<file path="src/hw/level_monitor_pkg.sv">
package level_monitor_pkg;
	// ======================================================
	// register offsets
	localparam logic [11:0] ADDR_UPPER_LO   = 12'h247;
	localparam logic [11:0] ADDR_UPPER_HI   = 12'h248;
	localparam logic [11:0] ADDR_LOWER_LO   = 12'h249;
	localparam logic [11:0] ADDR_LOWER_HI   = 12'h24A;
	localparam logic [11:0] ADDR_DWELL_LO   = 12'h24B;
	localparam logic [11:0] ADDR_DWELL_HI   = 12'h24C;
	localparam logic [11:0] ADDR_MON_CTRL   = 12'h270;
	localparam logic [11:0] ADDR_PERIOD_0   = 12'h271;
	localparam logic [11:0] ADDR_PERIOD_1   = 12'h272;
	localparam logic [11:0] ADDR_PERIOD_2   = 12'h273;
	localparam logic [11:0] ADDR_PEAK_LO    = 12'h274;
	localparam logic [11:0] ADDR_PEAK_HI    = 12'h275;
	localparam logic [11:0] ADDR_SER_EN_A   = 12'h279;
	localparam logic [11:0] ADDR_SER_EN_B   = 12'h27A;
	localparam logic [11:0] ADDR_CB_SEL_A   = 12'h559;
	localparam logic [11:0] ADDR_CB_SEL_B   = 12'h55A;
	localparam logic [11:0] ADDR_OR_CLEAR   = 12'h562;
	localparam logic [11:0] ADDR_OR_STICKY  = 12'h563;
	localparam logic [11:0] ADDR_CB_SEL_C   = 12'h58F;
	// ======================================================
	// field positions and codes
	localparam int          PEAK_EN_BIT     = 1;
	localparam int          SER_EN_B_BIT    = 1;
	localparam logic [1:0]  SER_EN_A_MASK   = 2'h3;
	localparam logic [3:0]  CB_SRC_NONE     = 4'h0;
	localparam logic [3:0]  CB_SRC_OVER     = 4'h1;
	localparam logic [3:0]  CB_SRC_FAST     = 4'h2;
	localparam logic [3:0]  CB_SRC_SERIAL   = 4'h3;
	localparam logic [7:0]  SERIAL_SELECT   = 8'h01;
	localparam logic [7:0]  REG_RESET       = 8'h00;
	// ======================================================
	// sizes and timing
	localparam int          MAG_W           = 13;
	localparam int          PERIOD_W        = 24;
	localparam int          DWELL_W         = 16;
	localparam int          FAST_LATENCY    = 28;
	localparam int          FRAME_BITS      = 25;
	localparam int          SUBFRAME_BITS   = 5;
	localparam int          NUM_VCONV       = 8;
	localparam int          NUM_CHAN        = 2;
	localparam int          MAX_CB          = 3;
	localparam int          SAMPLE_LATENCY  = 4;
	localparam int          CLK_MHZ         = 100;
endpackage : level_monitor_pkg

</file>
<file path="src/hw/adc_level_monitor.sv">
`timescale 1ns/10ps
module adc_level_monitor
	import level_monitor_pkg::*;
#(
	parameter int OR_LATENCY = SAMPLE_LATENCY
) (
	input  wire logic                  clk_i,
	input  wire logic                  rst_n_i,
	input  wire logic [NUM_CHAN*MAG_W-1:0] mag_i,
	input  wire logic [NUM_CHAN-1:0]   overrange_i,
	input  wire logic [NUM_VCONV-1:0]  vconv_over_i,
	input  wire logic                  dec_tick_i,
	input  wire logic [1:0]            control_bits_per_sample_i,
	input  wire logic                  reg_wr_i,
	input  wire logic                  reg_rd_i,
	input  wire logic [11:0]           reg_addr_i,
	input  wire logic [7:0]            reg_wdata_i,
	output logic      [7:0]            reg_rdata_o,
	output logic      [NUM_CHAN-1:0]   level_alarm_pin_o,
	output logic      [NUM_CHAN-1:0]   overrange_o,
	output logic      [MAX_CB-1:0]     ctrl_bits_o
);
	// ======================================================
	// registers
	logic [7:0]           upper_lo, upper_hi, lower_lo, lower_hi;
	logic [7:0]           dwell_lo, dwell_hi, mon_ctrl, ser_en_a, ser_en_b;
	logic [7:0]           cb_sel_a, cb_sel_b, cb_sel_c, or_clear, or_sticky;
	logic [PERIOD_W-1:0]  period_set;
	logic [MAG_W-1:0]     peak_hold;
	logic [MAG_W-1:0]     upper_thr, lower_thr;
	logic [DWELL_W-1:0]   dwell_thr;

	assign upper_thr = {upper_hi[4:0], upper_lo};
	assign lower_thr = {lower_hi[4:0], lower_lo};
	assign dwell_thr = {dwell_hi, dwell_lo};

	// software writes; period and select registers are plain storage
	always_ff @(posedge clk_i) begin
		if (!rst_n_i) begin
			upper_lo   <= REG_RESET;
			upper_hi   <= REG_RESET;
			lower_lo   <= REG_RESET;
			lower_hi   <= REG_RESET;
			dwell_lo   <= REG_RESET;
			dwell_hi   <= REG_RESET;
			mon_ctrl   <= REG_RESET;
			ser_en_a   <= REG_RESET;
			ser_en_b   <= REG_RESET;
			cb_sel_a   <= REG_RESET;
			cb_sel_b   <= REG_RESET;
			cb_sel_c   <= REG_RESET;
			or_clear   <= REG_RESET;
			period_set <= '0;
		end else if (reg_wr_i) begin
			case (reg_addr_i)
				ADDR_UPPER_LO:  upper_lo <= reg_wdata_i;
				ADDR_UPPER_HI:  upper_hi <= reg_wdata_i;
				ADDR_LOWER_LO:  lower_lo <= reg_wdata_i;
				ADDR_LOWER_HI:  lower_hi <= reg_wdata_i;
				ADDR_DWELL_LO:  dwell_lo <= reg_wdata_i;
				ADDR_DWELL_HI:  dwell_hi <= reg_wdata_i;
				ADDR_MON_CTRL:  mon_ctrl <= reg_wdata_i;
				ADDR_PERIOD_0:  period_set[7:0]   <= reg_wdata_i;
				ADDR_PERIOD_1:  period_set[15:8]  <= reg_wdata_i;
				ADDR_PERIOD_2:  period_set[23:16] <= reg_wdata_i;
				ADDR_SER_EN_A:  ser_en_a <= reg_wdata_i;
				ADDR_SER_EN_B:  ser_en_b <= reg_wdata_i;
				ADDR_CB_SEL_A:  cb_sel_a <= reg_wdata_i;
				ADDR_CB_SEL_B:  cb_sel_b <= reg_wdata_i;
				ADDR_CB_SEL_C:  cb_sel_c <= reg_wdata_i;
				ADDR_OR_CLEAR:  or_clear <= reg_wdata_i;
				default: ;
			endcase
		end
	end

	// read mux, registered; unmapped offsets read zero
	always_ff @(posedge clk_i) begin
		if (!rst_n_i) begin
			reg_rdata_o <= 8'h00;
		end else if (reg_rd_i) begin
			case (reg_addr_i)
				ADDR_UPPER_LO:  reg_rdata_o <= upper_lo;
				ADDR_UPPER_HI:  reg_rdata_o <= upper_hi;
				ADDR_LOWER_LO:  reg_rdata_o <= lower_lo;
				ADDR_LOWER_HI:  reg_rdata_o <= lower_hi;
				ADDR_DWELL_LO:  reg_rdata_o <= dwell_lo;
				ADDR_DWELL_HI:  reg_rdata_o <= dwell_hi;
				ADDR_MON_CTRL:  reg_rdata_o <= mon_ctrl;
				ADDR_PERIOD_0:  reg_rdata_o <= period_set[7:0];
				ADDR_PERIOD_1:  reg_rdata_o <= period_set[15:8];
				ADDR_PERIOD_2:  reg_rdata_o <= period_set[23:16];
				ADDR_PEAK_LO:   reg_rdata_o <= peak_hold[7:0];
				ADDR_PEAK_HI:   reg_rdata_o <= {3'h0, peak_hold[12:8]};
				ADDR_SER_EN_A:  reg_rdata_o <= ser_en_a;
				ADDR_SER_EN_B:  reg_rdata_o <= ser_en_b;
				ADDR_CB_SEL_A:  reg_rdata_o <= cb_sel_a;
				ADDR_CB_SEL_B:  reg_rdata_o <= cb_sel_b;
				ADDR_CB_SEL_C:  reg_rdata_o <= cb_sel_c;
				ADDR_OR_CLEAR:  reg_rdata_o <= or_clear;
				ADDR_OR_STICKY: reg_rdata_o <= or_sticky;
				default:        reg_rdata_o <= 8'h00;
			endcase
		end
	end

	// ======================================================
	// input synchronisers: converter side is treated as foreign
	logic [NUM_CHAN*MAG_W-1:0] mag_s1, mag_s2;
	logic [NUM_CHAN-1:0]       ovr_s1, ovr_s2;
	logic [NUM_VCONV-1:0]      vc_s1, vc_s2;
	logic                      tick_s1, tick_s2;
	always_ff @(posedge clk_i) begin
		if (!rst_n_i) begin
			mag_s1  <= '0;
			mag_s2  <= '0;
			ovr_s1  <= '0;
			ovr_s2  <= '0;
			vc_s1   <= '0;
			vc_s2   <= '0;
			tick_s1 <= 1'b0;
			tick_s2 <= 1'b0;
		end else begin
			mag_s1  <= mag_i;
			mag_s2  <= mag_s1;
			ovr_s1  <= overrange_i;
			ovr_s2  <= ovr_s1;
			vc_s1   <= vconv_over_i;
			vc_s2   <= vc_s1;
			tick_s1 <= dec_tick_i;
			tick_s2 <= tick_s1;
		end
	end

	// ======================================================
	// sticky overrange; set wins over a clear in the same cycle
	always_ff @(posedge clk_i) begin
		if (!rst_n_i) begin
			or_sticky <= 8'h00;
		end else begin
			or_sticky <= (or_sticky & ~or_clear) | vc_s2;
		end
	end

	// overrange delay line, so the flag lines up with its sample
	logic [NUM_CHAN-1:0] or_pipe [OR_LATENCY];
	always_ff @(posedge clk_i) begin
		if (!rst_n_i) begin
			for (int i = 0; i < OR_LATENCY; i++) begin
				or_pipe[i] <= '0;
			end
		end else begin
			or_pipe[0] <= ovr_s2;
			for (int i = 1; i < OR_LATENCY; i++) begin
				or_pipe[i] <= or_pipe[i-1];
			end
		end
	end
	assign overrange_o = or_pipe[OR_LATENCY-1];

	// ======================================================
	// fast detect per channel
	logic [NUM_CHAN-1:0] fast_detect_flag;
	genvar ch;
	generate
		for (ch = 0; ch < NUM_CHAN; ch++) begin : g_fast
			logic [MAG_W-1:0]        mag;
			logic [DWELL_W-1:0]      dwell_cnt;
			logic                    flag;
			logic [FAST_LATENCY-3:0] hit_pipe;
			assign mag = mag_s2[ch*MAG_W +: MAG_W];
			// upper crossing sets at once; dwell below lower clears
			always_ff @(posedge clk_i) begin
				if (!rst_n_i) begin
					flag      <= 1'b0;
					dwell_cnt <= '0;
				end else if (mag > upper_thr) begin
					flag      <= 1'b1;
					dwell_cnt <= '0;
				end else if (mag >= lower_thr) begin
					dwell_cnt <= '0;
				end else if (flag) begin
					if (dwell_cnt >= dwell_thr) begin
						flag      <= 1'b0;
						dwell_cnt <= '0;
					end else begin
						dwell_cnt <= dwell_cnt + 16'h0001;
					end
				end
			end
			// two synchroniser stages plus this pipe give the fixed latency
			always_ff @(posedge clk_i) begin
				if (!rst_n_i) begin
					hit_pipe <= '0;
				end else begin
					hit_pipe <= {hit_pipe[FAST_LATENCY-4:0], flag};
				end
			end
			assign fast_detect_flag[ch] = hit_pipe[FAST_LATENCY-3];
		end
	endgenerate
	assign level_alarm_pin_o = fast_detect_flag;

	// ======================================================
	// peak detector over channel 0 magnitude
	logic                peak_en;
	logic                peak_en_d;
	logic [PERIOD_W-1:0] timer;
	logic [MAG_W-1:0]    peak_store;
	logic [MAG_W-1:0]    mag0;
	logic                frame_go;
	assign mag0    = mag_s2[MAG_W-1:0];
	assign peak_en = mon_ctrl[PEAK_EN_BIT];

	// timer counts decimated samples; periods of zero and one both transfer on every tick
	always_ff @(posedge clk_i) begin
		if (!rst_n_i) begin
			peak_en_d  <= 1'b0;
			timer      <= '0;
			peak_store <= '0;
			peak_hold  <= '0;
			frame_go   <= 1'b0;
		end else begin
			peak_en_d <= peak_en;
			frame_go  <= 1'b0;
			if (!peak_en) begin
				timer <= '0;
			end else if (!peak_en_d) begin
				timer      <= period_set;
				peak_store <= mag0;
			end else if (tick_s2) begin
				if (timer <= 24'h000001) begin
					peak_hold  <= (mag0 > peak_store) ? mag0 : peak_store;
					timer      <= period_set;
					peak_store <= mag0;
					frame_go   <= 1'b1;
				end else begin
					timer      <= timer - 24'h000001;
					peak_store <= (mag0 > peak_store) ? mag0 : peak_store;
				end
			end
		end
	end

	// ======================================================
	// serial status frame: five subframes of start bit and 4 payload bits
	logic                  serial_en;
	logic [FRAME_BITS-1:0] frame_sr;
	logic [4:0]            frame_left;
	logic                  serial_bit;
	assign serial_en = ((ser_en_a[1:0] & SER_EN_A_MASK) == SER_EN_A_MASK)
		&& ser_en_b[SER_EN_B_BIT];

	// payload: three zero pad bits then the 13-bit peak, msb first
	always_ff @(posedge clk_i) begin
		if (!rst_n_i) begin
			frame_sr   <= '0;
			frame_left <= 5'h00;
		end else if (frame_go && serial_en) begin
			frame_sr   <= {1'b1, 3'h0, peak_hold[12],
				1'b1, peak_hold[11:8], 1'b1, peak_hold[7:4],
				1'b1, peak_hold[3:0], 1'b1, 4'h0};
			frame_left <= 5'(FRAME_BITS);
		end else if (tick_s2 && frame_left != 5'h00) begin
			frame_sr   <= {frame_sr[FRAME_BITS-2:0], 1'b0};
			frame_left <= frame_left - 5'h01;
		end
	end
	assign serial_bit = (frame_left != 5'h00) ? frame_sr[FRAME_BITS-1] : 1'b0;

	// ======================================================
	// control bit mux; slots fill from the msb down
	function automatic logic pick(input logic [3:0] src, input int c);
		case (src)
			CB_SRC_OVER:  pick = or_pipe[OR_LATENCY-1][c];
			CB_SRC_FAST:  pick = fast_detect_flag[c];
			CB_SRC_SERIAL: pick = (cb_sel_c == SERIAL_SELECT) ? serial_bit : 1'b0;
			default:      pick = 1'b0;
		endcase
	endfunction : pick

	always_ff @(posedge clk_i) begin
		if (!rst_n_i) begin
			ctrl_bits_o <= '0;
		end else begin
			ctrl_bits_o[2] <= (control_bits_per_sample_i >= 2'h1)
				? pick(cb_sel_a[3:0], 0) : 1'b0;
			ctrl_bits_o[1] <= (control_bits_per_sample_i >= 2'h2)
				? pick(cb_sel_a[7:4], 0) : 1'b0;
			ctrl_bits_o[0] <= (control_bits_per_sample_i >= 2'h3)
				? pick(cb_sel_b[3:0], 1) : 1'b0;
		end
	end

	// ======================================================
	// checks
	a_sticky_holds: assert property (@(posedge clk_i) disable iff (!rst_n_i)
		(vc_s2[0]) |=> or_sticky[0]) else $error("sticky bit lost");
	a_sticky_clear: assert property (@(posedge clk_i) disable iff (!rst_n_i)
		(or_clear[0] && !vc_s2[0]) |=> !or_sticky[0]) else $error("sticky not cleared");
	a_fast_sets: assert property (@(posedge clk_i) disable iff (!rst_n_i)
		(g_fast[0].mag > upper_thr) |=> g_fast[0].flag) else $error("alarm not set");
	a_fast_latency: assert property (@(posedge clk_i) disable iff (!rst_n_i)
		$rose(g_fast[0].flag) |-> ##26 fast_detect_flag[0]) else $error("alarm latency");
	a_fast_holds: assert property (@(posedge clk_i) disable iff (!rst_n_i)
		(g_fast[0].flag && g_fast[0].mag >= lower_thr) |=> g_fast[0].flag)
		else $error("alarm dropped above lower");
	a_dwell_restart: assert property (@(posedge clk_i) disable iff (!rst_n_i)
		(g_fast[0].mag >= lower_thr) |=> g_fast[0].dwell_cnt == 16'h0000)
		else $error("dwell not restarted");
	a_timer_load: assert property (@(posedge clk_i) disable iff (!rst_n_i)
		$rose(peak_en) |=> timer == $past(period_set)) else $error("timer not loaded");
	a_peak_xfer: assert property (@(posedge clk_i) disable iff (!rst_n_i)
		(peak_en && peak_en_d && tick_s2 && timer == 24'h000001) |=> frame_go)
		else $error("no peak transfer");
	a_or_align: assert property (@(posedge clk_i) disable iff (!rst_n_i)
		ovr_s2[0] |-> ##(OR_LATENCY) overrange_o[0]) else $error("overrange misaligned");
	a_serial_gate: assert property (@(posedge clk_i) disable iff (!rst_n_i)
		(!serial_en && frame_left == 5'h00) |=> frame_left == 5'h00)
		else $error("frame without enable");
endmodule : adc_level_monitor

</file>
<file path="config.mk">
export PLATFORM = sky130hd
export DESIGN_NAME = adc_level_monitor
export DESIGN_NICKNAME = d
export VERILOG_FILES = /design/src/hw/level_monitor_pkg.sv /design/src/hw/adc_level_monitor.sv
export SDC_FILE = /design/constraint.sdc
export NUM_CORES = 1
export LEC_CHECK = 0
export BUFFER_PORTS_ARGS = -buffer_cell sky130_fd_sc_hd__buf_2
export CAP_MARGIN = 20
export CORE_AREA = 2 2 292 207
export CTS_CLUSTER_DIAMETER = 200
export DETAILED_ROUTE_END_ITERATION = 10
export DIE_AREA = 0 0 294 209
export PLACE_DENSITY = 0.47
export SYNTH_ARGS = -nofsm -noshare
export SYNTH_HDL_FRONTEND = slang
export SYNTH_SLANG_ARGS = --single-unit
</file>
<file path="constraint.sdc">
create_clock -name clk_i -period 3.3 [get_ports clk_i]
set_clock_uncertainty 0.2 [all_clocks]
set_input_delay 0.33 -clock clk_i [delete_from_list [all_inputs] [get_ports clk_i]]
set_output_delay 0.33 -clock clk_i [all_outputs]
set_load 0.02 [all_outputs]
</file>
# Word-level counts from Yosys, hierarchy flattened
# Memory sizes are Yosys's and may differ from the RTL's.
# Index checks and enable logic that the tools add are counted.
dict set report totals {
  n_memories 1
  out_inout_bits 15
  inputBits 63
  ramBits 8
  ff_bits 385
}
# memory depth width read_ports rd_clocked_by_memory_dff wr line_no
set mem_list {}
lappend mem_list {or_pipe 4 2 4 0 4 adc_level_monitor.sv:146} ;# logic [NUM_CHAN-1:0] or_pipe [OR_LATENCY];
dict set report classes {
  addsub 4
  n_lt_le_gt_ge 11
  n_bitwise 8
  reduce_logical 31
  muxes 34
  n_eq_ne 33
}
# cell n
set op_table {}
lappend op_table {{$eq A12 B10 Y1 const B} 14}
lappend op_table {{$pmux W8 S19} 1}
lappend op_table {{$mux W24} 3}
lappend op_table {{$eq A12 B11 Y1 const B} 5}
lappend op_table {{$mux W13} 4}
lappend op_table {{$mux W25} 2}
lappend op_table {{$reduce_and A2 Y1} 21}
lappend op_table {{$gt A13 B13 Y1} 3}
lappend op_table {{$add A16 B1 Y16 const B} 2}
lappend op_table {{$ge A16 B16 Y1} 2}
lappend op_table {{$mux W16} 2}
lappend op_table {{$ge A13 B13 Y1} 2}
lappend op_table {{$eq A4 B2 Y1 const B} 6}
lappend op_table {{$le A24 B1 Y1 const B} 1}
lappend op_table {{$sub A24 B1 Y24 const B} 1}
lappend op_table {{$mux W1} 13}
lappend op_table {{$eq A4 B1 Y1 const B} 3}
lappend op_table {{$mux W5} 2}
lappend op_table {{$pmux W1 S3} 3}
lappend op_table {{$and A8 B8 Y8} 1}
lappend op_table {{$eq A8 B1 Y1 const B} 1}
lappend op_table {{$mux W2} 4}
lappend op_table {{$not A8 Y8} 1}
lappend op_table {{$or A8 B8 Y8} 1}
lappend op_table {{13 further kinds} 23}

# Logic depth before layout (Yosys ltp)
# Gate-level depths: netlist of the first run.
dict set report depth {
  ltp_word 5
  mapped_depth 10
}

# Least setup slack after synthesis of the first run
# Ideal clock, no wire load.
dict set report synth_path {
  path_type {reg-to-reg}
  start {reg lower_hi[2]}
  end {reg g_fast[1].dwell_cnt[10]}
  path_stages_with_launch 11
  setup_slack_ps 535
  synth_period_minus_slack_ps 2765
  setup_time_ps 78
  t_arrival_ps 2487
  n_path_buf 2
  cell_sequence {dfxtp_1 > inv_1 > ha_1 > a21o_1 > a21o_1 > a21o_1 > or2_0 > or4b_2 > clkbuf_1 > clkbuf_1 > nor3_1}
}
dict set report synth_between {
  elab_chain_len 2
}
# item line_no
set synth_rtl {}
lappend synth_rtl {{start: declaration} adc_level_monitor.sv:25} ;# logic [7:0] upper_lo, upper_hi, lower_lo, lower_hi;
lappend synth_rtl {{start signal: assignment} adc_level_monitor.sv:59} ;# ADDR_LOWER_HI: lower_hi <= reg_wdata_i;
lappend synth_rtl {{$ge A13 B13 Y1} adc_level_monitor.sv:180} ;# end else if (mag >= lower_thr) begin
lappend synth_rtl {{$reduce_or A3 Y1 (no source line)} n/a}
lappend synth_rtl {{end signal: assignment} adc_level_monitor.sv:187} ;# dwell_cnt <= dwell_cnt + 16'h0001;
lappend synth_rtl {{end: declaration} adc_level_monitor.sv:168} ;# logic [DWELL_W-1:0] dwell_cnt;
# No other way between the ends.
# A chain may end at the register's enable or synchronous reset.

# Worst setup path in the final report of the first run
dict set report layout_path {
  start {reg dwell_hi[6]}
  end {reg g_fast[1].dwell_cnt[10]}
}
dict set report layout_between {
  elab_chain_len 2
}
# item line_no
set layout_rtl {}
lappend layout_rtl {{start: declaration} adc_level_monitor.sv:26} ;# logic [7:0] dwell_lo, dwell_hi, mon_ctrl, ser_en_a, ser_en_b;
lappend layout_rtl {{start signal: assignment} adc_level_monitor.sv:61} ;# ADDR_DWELL_HI: dwell_hi <= reg_wdata_i;
lappend layout_rtl {{$ge A16 B16 Y1} adc_level_monitor.sv:183} ;# if (dwell_cnt >= dwell_thr) begin
lappend layout_rtl {{$mux W16} adc_level_monitor.sv:183}
# No other way between the ends.

==> results of run 1 <==
[path summary, 6_finish.rpt]
| check | start | end | slack [ns] | depth (start not counted) |
|---|---|---|---|---|
| worst max register to register | dwell_hi[6] | g_fast[1].dwell_cnt[10] | 0.30 | 8 |
| worst max-delay path | dwell_hi[6] | g_fast[1].dwell_cnt[10] | 0.30 | 8 |
| worst min register to register | or_pipe[2][1] | or_pipe[3][1] | 0.23 | 1 |
| worst min-delay path | reg_wdata_i[6] | lower_lo[6] | 0.06 | 3 |
[through the flow]
step	hold WS, ns	setup WS, ns	utilization (%)	cell area, um2	total power, mW
4_1_cts	0.02022	0.3463	35.80	21130	10.54
5_1_grt	0.05137	0.1017	35.80	21130	10.79
6_report	0.06196	0.3042	35.81	21140	10.40
3_3_place_gp	0.2137	0.3620	32.68	19290	5.516
2_1_floorplan	0.2119	0.5346	-	18010	5.288
3_5_place_dp	0.2169	0.3658	32.68	19290	5.525
[where the power goes]
part | internal [mW] | switching [mW] | leakage, nW
clock network | 2.86 | 2.08 | 0.692
logic | 0.226 | 0.389 | 3.93
registers | 4.80 | 0.0442 | 3.18
[cell families after synthesis]
kind of cell,synth area share (%)
AO/OA/AOI/OAI,15.52
adder cells (fa/ha/maj),7.155
multiplexers,4.800
flip-flops,43.68
AND/OR/NAND/NOR,22.65
XOR/XNOR,1.459
buffers and inverters,4.738
[critical path, stage by stage (launching register included)]
cell and delay [ns]:
dfxtp_1 0.51, inv_1 0.17, ha_1 0.33, nand4_1 0.18, nor3_1 0.28, a2111o_1 0.17, a41oi_1 0.07, nor2b_1 0.80
nor3_1 0.10
[sequential cells by signal (all words and copies together), names as in the netlist, 13 cells and up]
signal	flops
frame_sr	21
peak_store	13
timer	24
peak_hold	13
g_fast.hit_pipe	52
g_fast.dwell_cnt	32
period_set	24
mag_s2	26
mag_s1	26
[what timing repair did]
action / 4_1_cts / 5_1_grt
hold buffers: 42 / 0
resized for setup: 0 / 0
endpoints found under the hold margin: 48 / 0
[layout make-up]
| type | instances | area share, % |
|---|---|---|
| multi-input combinational | 1465 | 44.01 |
| sequential | 393 | 37.22 |
| timing repair buffer | 177 | 6.003 |
| clock buffer | 53 | 5.405 |
| tap | 770 | 4.558 |
| inverter | 82 | 1.468 |
| clock inverter | 22 | 1.302 |
| antenna | 2 | 0.02368 |
[Yosys cell counts (5+ instances only)]
cell type    n
buf_2        7
nor2_1     150
a221oi_1     5
nor2b_1     13
clkbuf_1   106
nor3_1      41
mux2i_1     74
nand3_1     85
nand2_1    245
and2_1     139
dfxtp_1    393
o22ai_1      6
a311oi_1    15
buf_4        6
xor2_1      10
a22o_1      11
nor4_1      35
mux2_2       7
o221a_2      6
o211ai_1     9
nand2b_1    18
a22oi_1     39
nor3b_1      5
nor4b_1      6
and3_1       6
inv_1       81
nand4_1     31
o21ai_0     78
or2_2        5
ha_1       103
a211oi_2     5
buf_1        6
a21o_1      10
a211oi_1    18
xnor2_1     20
a32oi_1     20
a21oi_1    162
and4_1       8
a31oi_1      9
[routing by layer]
metal,up-vias,wire [um]
met3,76,4690
met5,-,56
met1,7545,31680
met4,8,818
li1,7496,-
met2,534,23960
==> metrics.yaml, run 1 <==
tritoncts: "done"
slew-limit-headroom_pct: 33.59
hold_violations: 0
critical_path_peak_fanout: 13
synth_top_area_share_pct: 43.68
final_cells: 2964
clk_latency_ns: 0.58
die_area_um2: 61450
finalNetCount: 2327
status: "finished clean"
setup_viol_count_final: 0
antenna_found_initial: 6
drc_errors: 0
synth_edf_count: 0
boundaryPins: 78
min_path_type: "input pin to register"
grtUsageMet1_pct: 31.51
cp-end-kind: "register"
fillers: 6024
dp_cells: 2845
grt_start_max_net_pins: 85
crit_required_ns: 3.51
timing.critical_path.arrival_ns: 3.20
cp-start-kind: "register"
first_global_vias: 14500
ant_nets: 0
synth_cell_types: 82
top_usage_layer: "met1"
syn_avg_cell_area_um2: 8.705
ys_seq_area_share_pct: 43.68
fp.dieW_um: 294
start_util_pct: 30.51
ys_ff_latch: 393
via_count: 15660
ys_warn_count: 0
slew_viol_final: 0
syn2layout_area_growth_pct: 17.35
regArea_um2: 7868
finalCritPeriodShare_pct: 90.78
multi_input_area_um2: 9303
clk_pin_slew_worst_paths_ns: 0.07
core_um2: 59030
grt_setup_unrepaired: "no"
drt_iter0_markers: 1749
mostFrequentLayoutCells: "dfxtp_1, nand2_1, a21oi_1"
numPortBuffers: 77
irDropWorstVdd_mv: 0.3118
grt_util_met3_pct: 3.935
syn_area_um2: 18010
ys_dominant_reg_cell: "dfxtp_1"
numCtsBuffers: 42
rows: 75
synthTopCellsByArea: "dfxtp_1, ha_1, nand2_1, and2_1, a21oi_1"
dp_hpwl_mm: 44.58
ys_async_sr_fraction_pct: 0
fin_crit_ns: 2.996
final_common_cell: "dfxtp_1"
crit_type: "register to register"
clock.fmax_mhz: 333.8
first_pass_iters: 5
tightest_slew_ns: 0.9942
gp_congestion: 0.9250
clock_sinks: 393
use_met2_pct: 26.48
grt_usage_pct: 19.63
postCtsSetupBuffers: 0
drive_gt1_share_pct: 11.09
grt_first_pass_wirelength_mm: 92.65
setup_tns_ns: 0
wirelength_mm: 61.21
grt_overflow_total: 0
cts_root_buf: "clkbuf_16"
postSynthNetCount: 2235
wl_per_cell_um: 20.65
max_cap_violations: 0
htreeDepth: 2
p_leak_nw: 7.805
clk_path_buf_depth: 3
via_per_inst: 5.283
pwr_density_cell_nw_per_um2: 492.2
synthCells: 2069
die_y_um: 209
yosysTopAreaCell: "dfxtp_1"
(Power assumes the default switching activity.)
==> run 2: changes to the inputs <==
--- a/config.mk
+++ b/config.mk
@@ -7,11 +7,13 @@
 export LEC_CHECK = 0
 export BUFFER_PORTS_ARGS = -buffer_cell sky130_fd_sc_hd__buf_2
 export CAP_MARGIN = 20
+export CELL_PAD_IN_SITES_DETAIL_PLACEMENT = 2
+export CELL_PAD_IN_SITES_GLOBAL_PLACEMENT = 2
 export CORE_AREA = 2 2 292 207
 export CTS_CLUSTER_DIAMETER = 200
 export DETAILED_ROUTE_END_ITERATION = 10
 export DIE_AREA = 0 0 294 209
-export PLACE_DENSITY = 0.47
+export PLACE_DENSITY = 0.67
 export SYNTH_ARGS = -nofsm -noshare
 export SYNTH_HDL_FRONTEND = slang
 export SYNTH_SLANG_ARGS = --single-unit
==> run 2 against run 1 <==
  * Flip-flop and latch count unchanged
  * Wire length is 12% higher
  * Final cell count increased by 0.47%
  * First-iteration DRC count fell by 45%
  * Design area is 1.1% higher
  * Sequential power hardly changed
  * Sequential share of layout area shrank 0.39 points
  * Hold slack got worse by 0.0091 ns
  * Die area did not move
  * Global-route usage grew 2.7 points
==> metrics.yaml, run 2 (synthesis results as in run 1) <==
postCtsSetupBuffers: 0
clock_sinks: 393
crit_chain: "nor4_1, o2111ai_1, nor2_4, and4_1, buf_4, nor2_1, a211oi_1"
drc_errors: 0
rows: 75
critPathSlowestCell: "nor4_1"
final_common_cell: "dfxtp_1"
clk_path_buf_depth: 3
clk_latency_ns: 0.60
fin_crit_ns: 3.034
p_leak_nw: 7.923
fp.dieW_um: 294
critical_path_peak_fanout: 27
cp-end-kind: "register"
pwr_density_cell_nw_per_um2: 510.7
tightest_slew_ns: 0.8908
grt_first_pass_wirelength_mm: 105.5
multi_input_area_um2: 9303
crit_type: "register to register"
numCtsBuffers: 44
timing.critical_path.arrival_ns: 3.33
via_per_inst: 5.419
grt_overflow_total: 0
die_y_um: 209
crit_required_ns: 3.60
htreeDepth: 2
irDropWorstVdd_mv: 0.2992
first_pass_iters: 5
max_stage_delay_ns: 0.68
setup_tns_ns: 0
fillers: 6481
finalCritPeriodShare_pct: 91.92
gp_congestion: 0.9287
drt_iter0_markers: 955
wl_per_cell_um: 23.11
via_count: 16140
fin_util_pct: 36.18
final_cells: 2978
first_global_vias: 16930
grt_setup_unrepaired: "no"
start_util_pct: 30.51
max_cap_violations: 0
clock.fmax_mhz: 329.7
ctsResizeCount: 0
antenna_found_initial: 8
die_area_um2: 61450
dp_cells: 2852
regArea_um2: 7868
top_regs: "g_fast.hit_pipe (52), g_fast.dwell_cnt (32)"
clk_pin_slew_worst_paths_ns: 0.07
dp_hpwl_mm: 50.06
cp-start-kind: "register"
grt_usage_pct: 22.35
largest_reg_flops: 52
hold_violations: 0
registers.top_by_ff_count: "g_fast.hit_pipe"
holdWs_ns: 0.05286
status: "finished clean"
syn2layout_area_growth_pct: 18.58
grt_start_max_net_pins: 173
slew_viol_final: 0
boundaryPins: 78
mostFrequentLayoutCells: "dfxtp_1, nand2_1, a21oi_1"
tritoncts: "done"
slew-limit-headroom_pct: 40.61
cts_root_buf: "clkbuf_16"
numPortBuffers: 77
wirelength_mm: 68.81
min_path_type: "input pin to register"
finalNetCount: 2337
ant_nets: 0
drive_gt1_share_pct: 11.51
setup_viol_count_final: 0
core_um2: 59030
==> run 2: changes by cell type in the layout (fill, tap and decap cells not counted), sizes merged <==
| cell | previous run | this run |
|---|---|---|
| buf | 135 | 143 |
| bufinv | 5 | 7 |
| clkbuf | 53 | 61 |
| clkinv | 13 | 10 |
| clkinvlp | 4 | 2 |
| inv | 82 | 83 |
==> run 2: worst max-delay path: cells and delay by family, from the launching register on <==
family,cells,cell delay (ns)
buf+inv,1,0.34
compound gates,2,0.72
simple gates,4,1.25
flops,1,0.38
==> run 2: layout make-up <==
| type | count | area share [%] |
|---|---|---|
| inverters | 82 | 1.453 |
| clock inverters | 20 | 1.570 |
| clock buffers | 61 | 5.829 |
| diodes | 2 | 0.02343 |
| repair buffers | 185 | 6.221 |
| multi-input cells | 1465 | 43.56 |
| flip-flops and latches | 393 | 36.84 |
| well taps | 770 | 4.511 |
==> run 2: timing repair <==
item                                    4_1_cts  5_1_grt
endpoints found under the setup margin        0        0
hold buffers                                 42        0
endpoints found under the hold margin        43        0
==> run 2: through the flow <==
step | power [mW] | setup slack [ns] | cell area [um2]
floorplan | 5.288 | 0.5346 | 18010
detailed placement | 5.547 | 0.1862 | 19340
global route | 11.31 | 0.1138 | 21360
global placement | 5.524 | 0.3484 | 19340
finish | 10.91 | 0.2665 | 21360
CTS | 11.05 | 0.1746 | 21350
==> run 2: where the power goes <==
group	total [mW]	leakage (nW)	internal (mW)	switching [mW]
Clock	5.42	0.770	3.22	2.20
Combinational	0.634	3.97	0.231	0.403
Sequential	4.85	3.18	4.80	0.0501
Total	10.9	7.92	8.25	2.65
==> run 2: path summary, 6_finish.rpt <==
kind,startpoint,endpoint,slack (ns),depth (start not counted)
max reg2reg,timer[18],peak_hold[0],0.27,7
max,timer[18],peak_hold[0],0.27,7
min,reg_wdata_i[6],lower_lo[6],0.05,3
min reg2reg,g_fast[0].hit_pipe[24],g_fast[0].hit_pipe[25],0.23,1
==> run 2: per-layer routing <==
metal  global-route usage (%)  up-vias  part of all wire, %
met5                        0        -                 0.10
met4                    4.680       12                  1.7
met3                    5.116       92                  6.3
met2                    33.91      350                   43
met1                    32.21     8176                   49
li1                         -     7508                    -
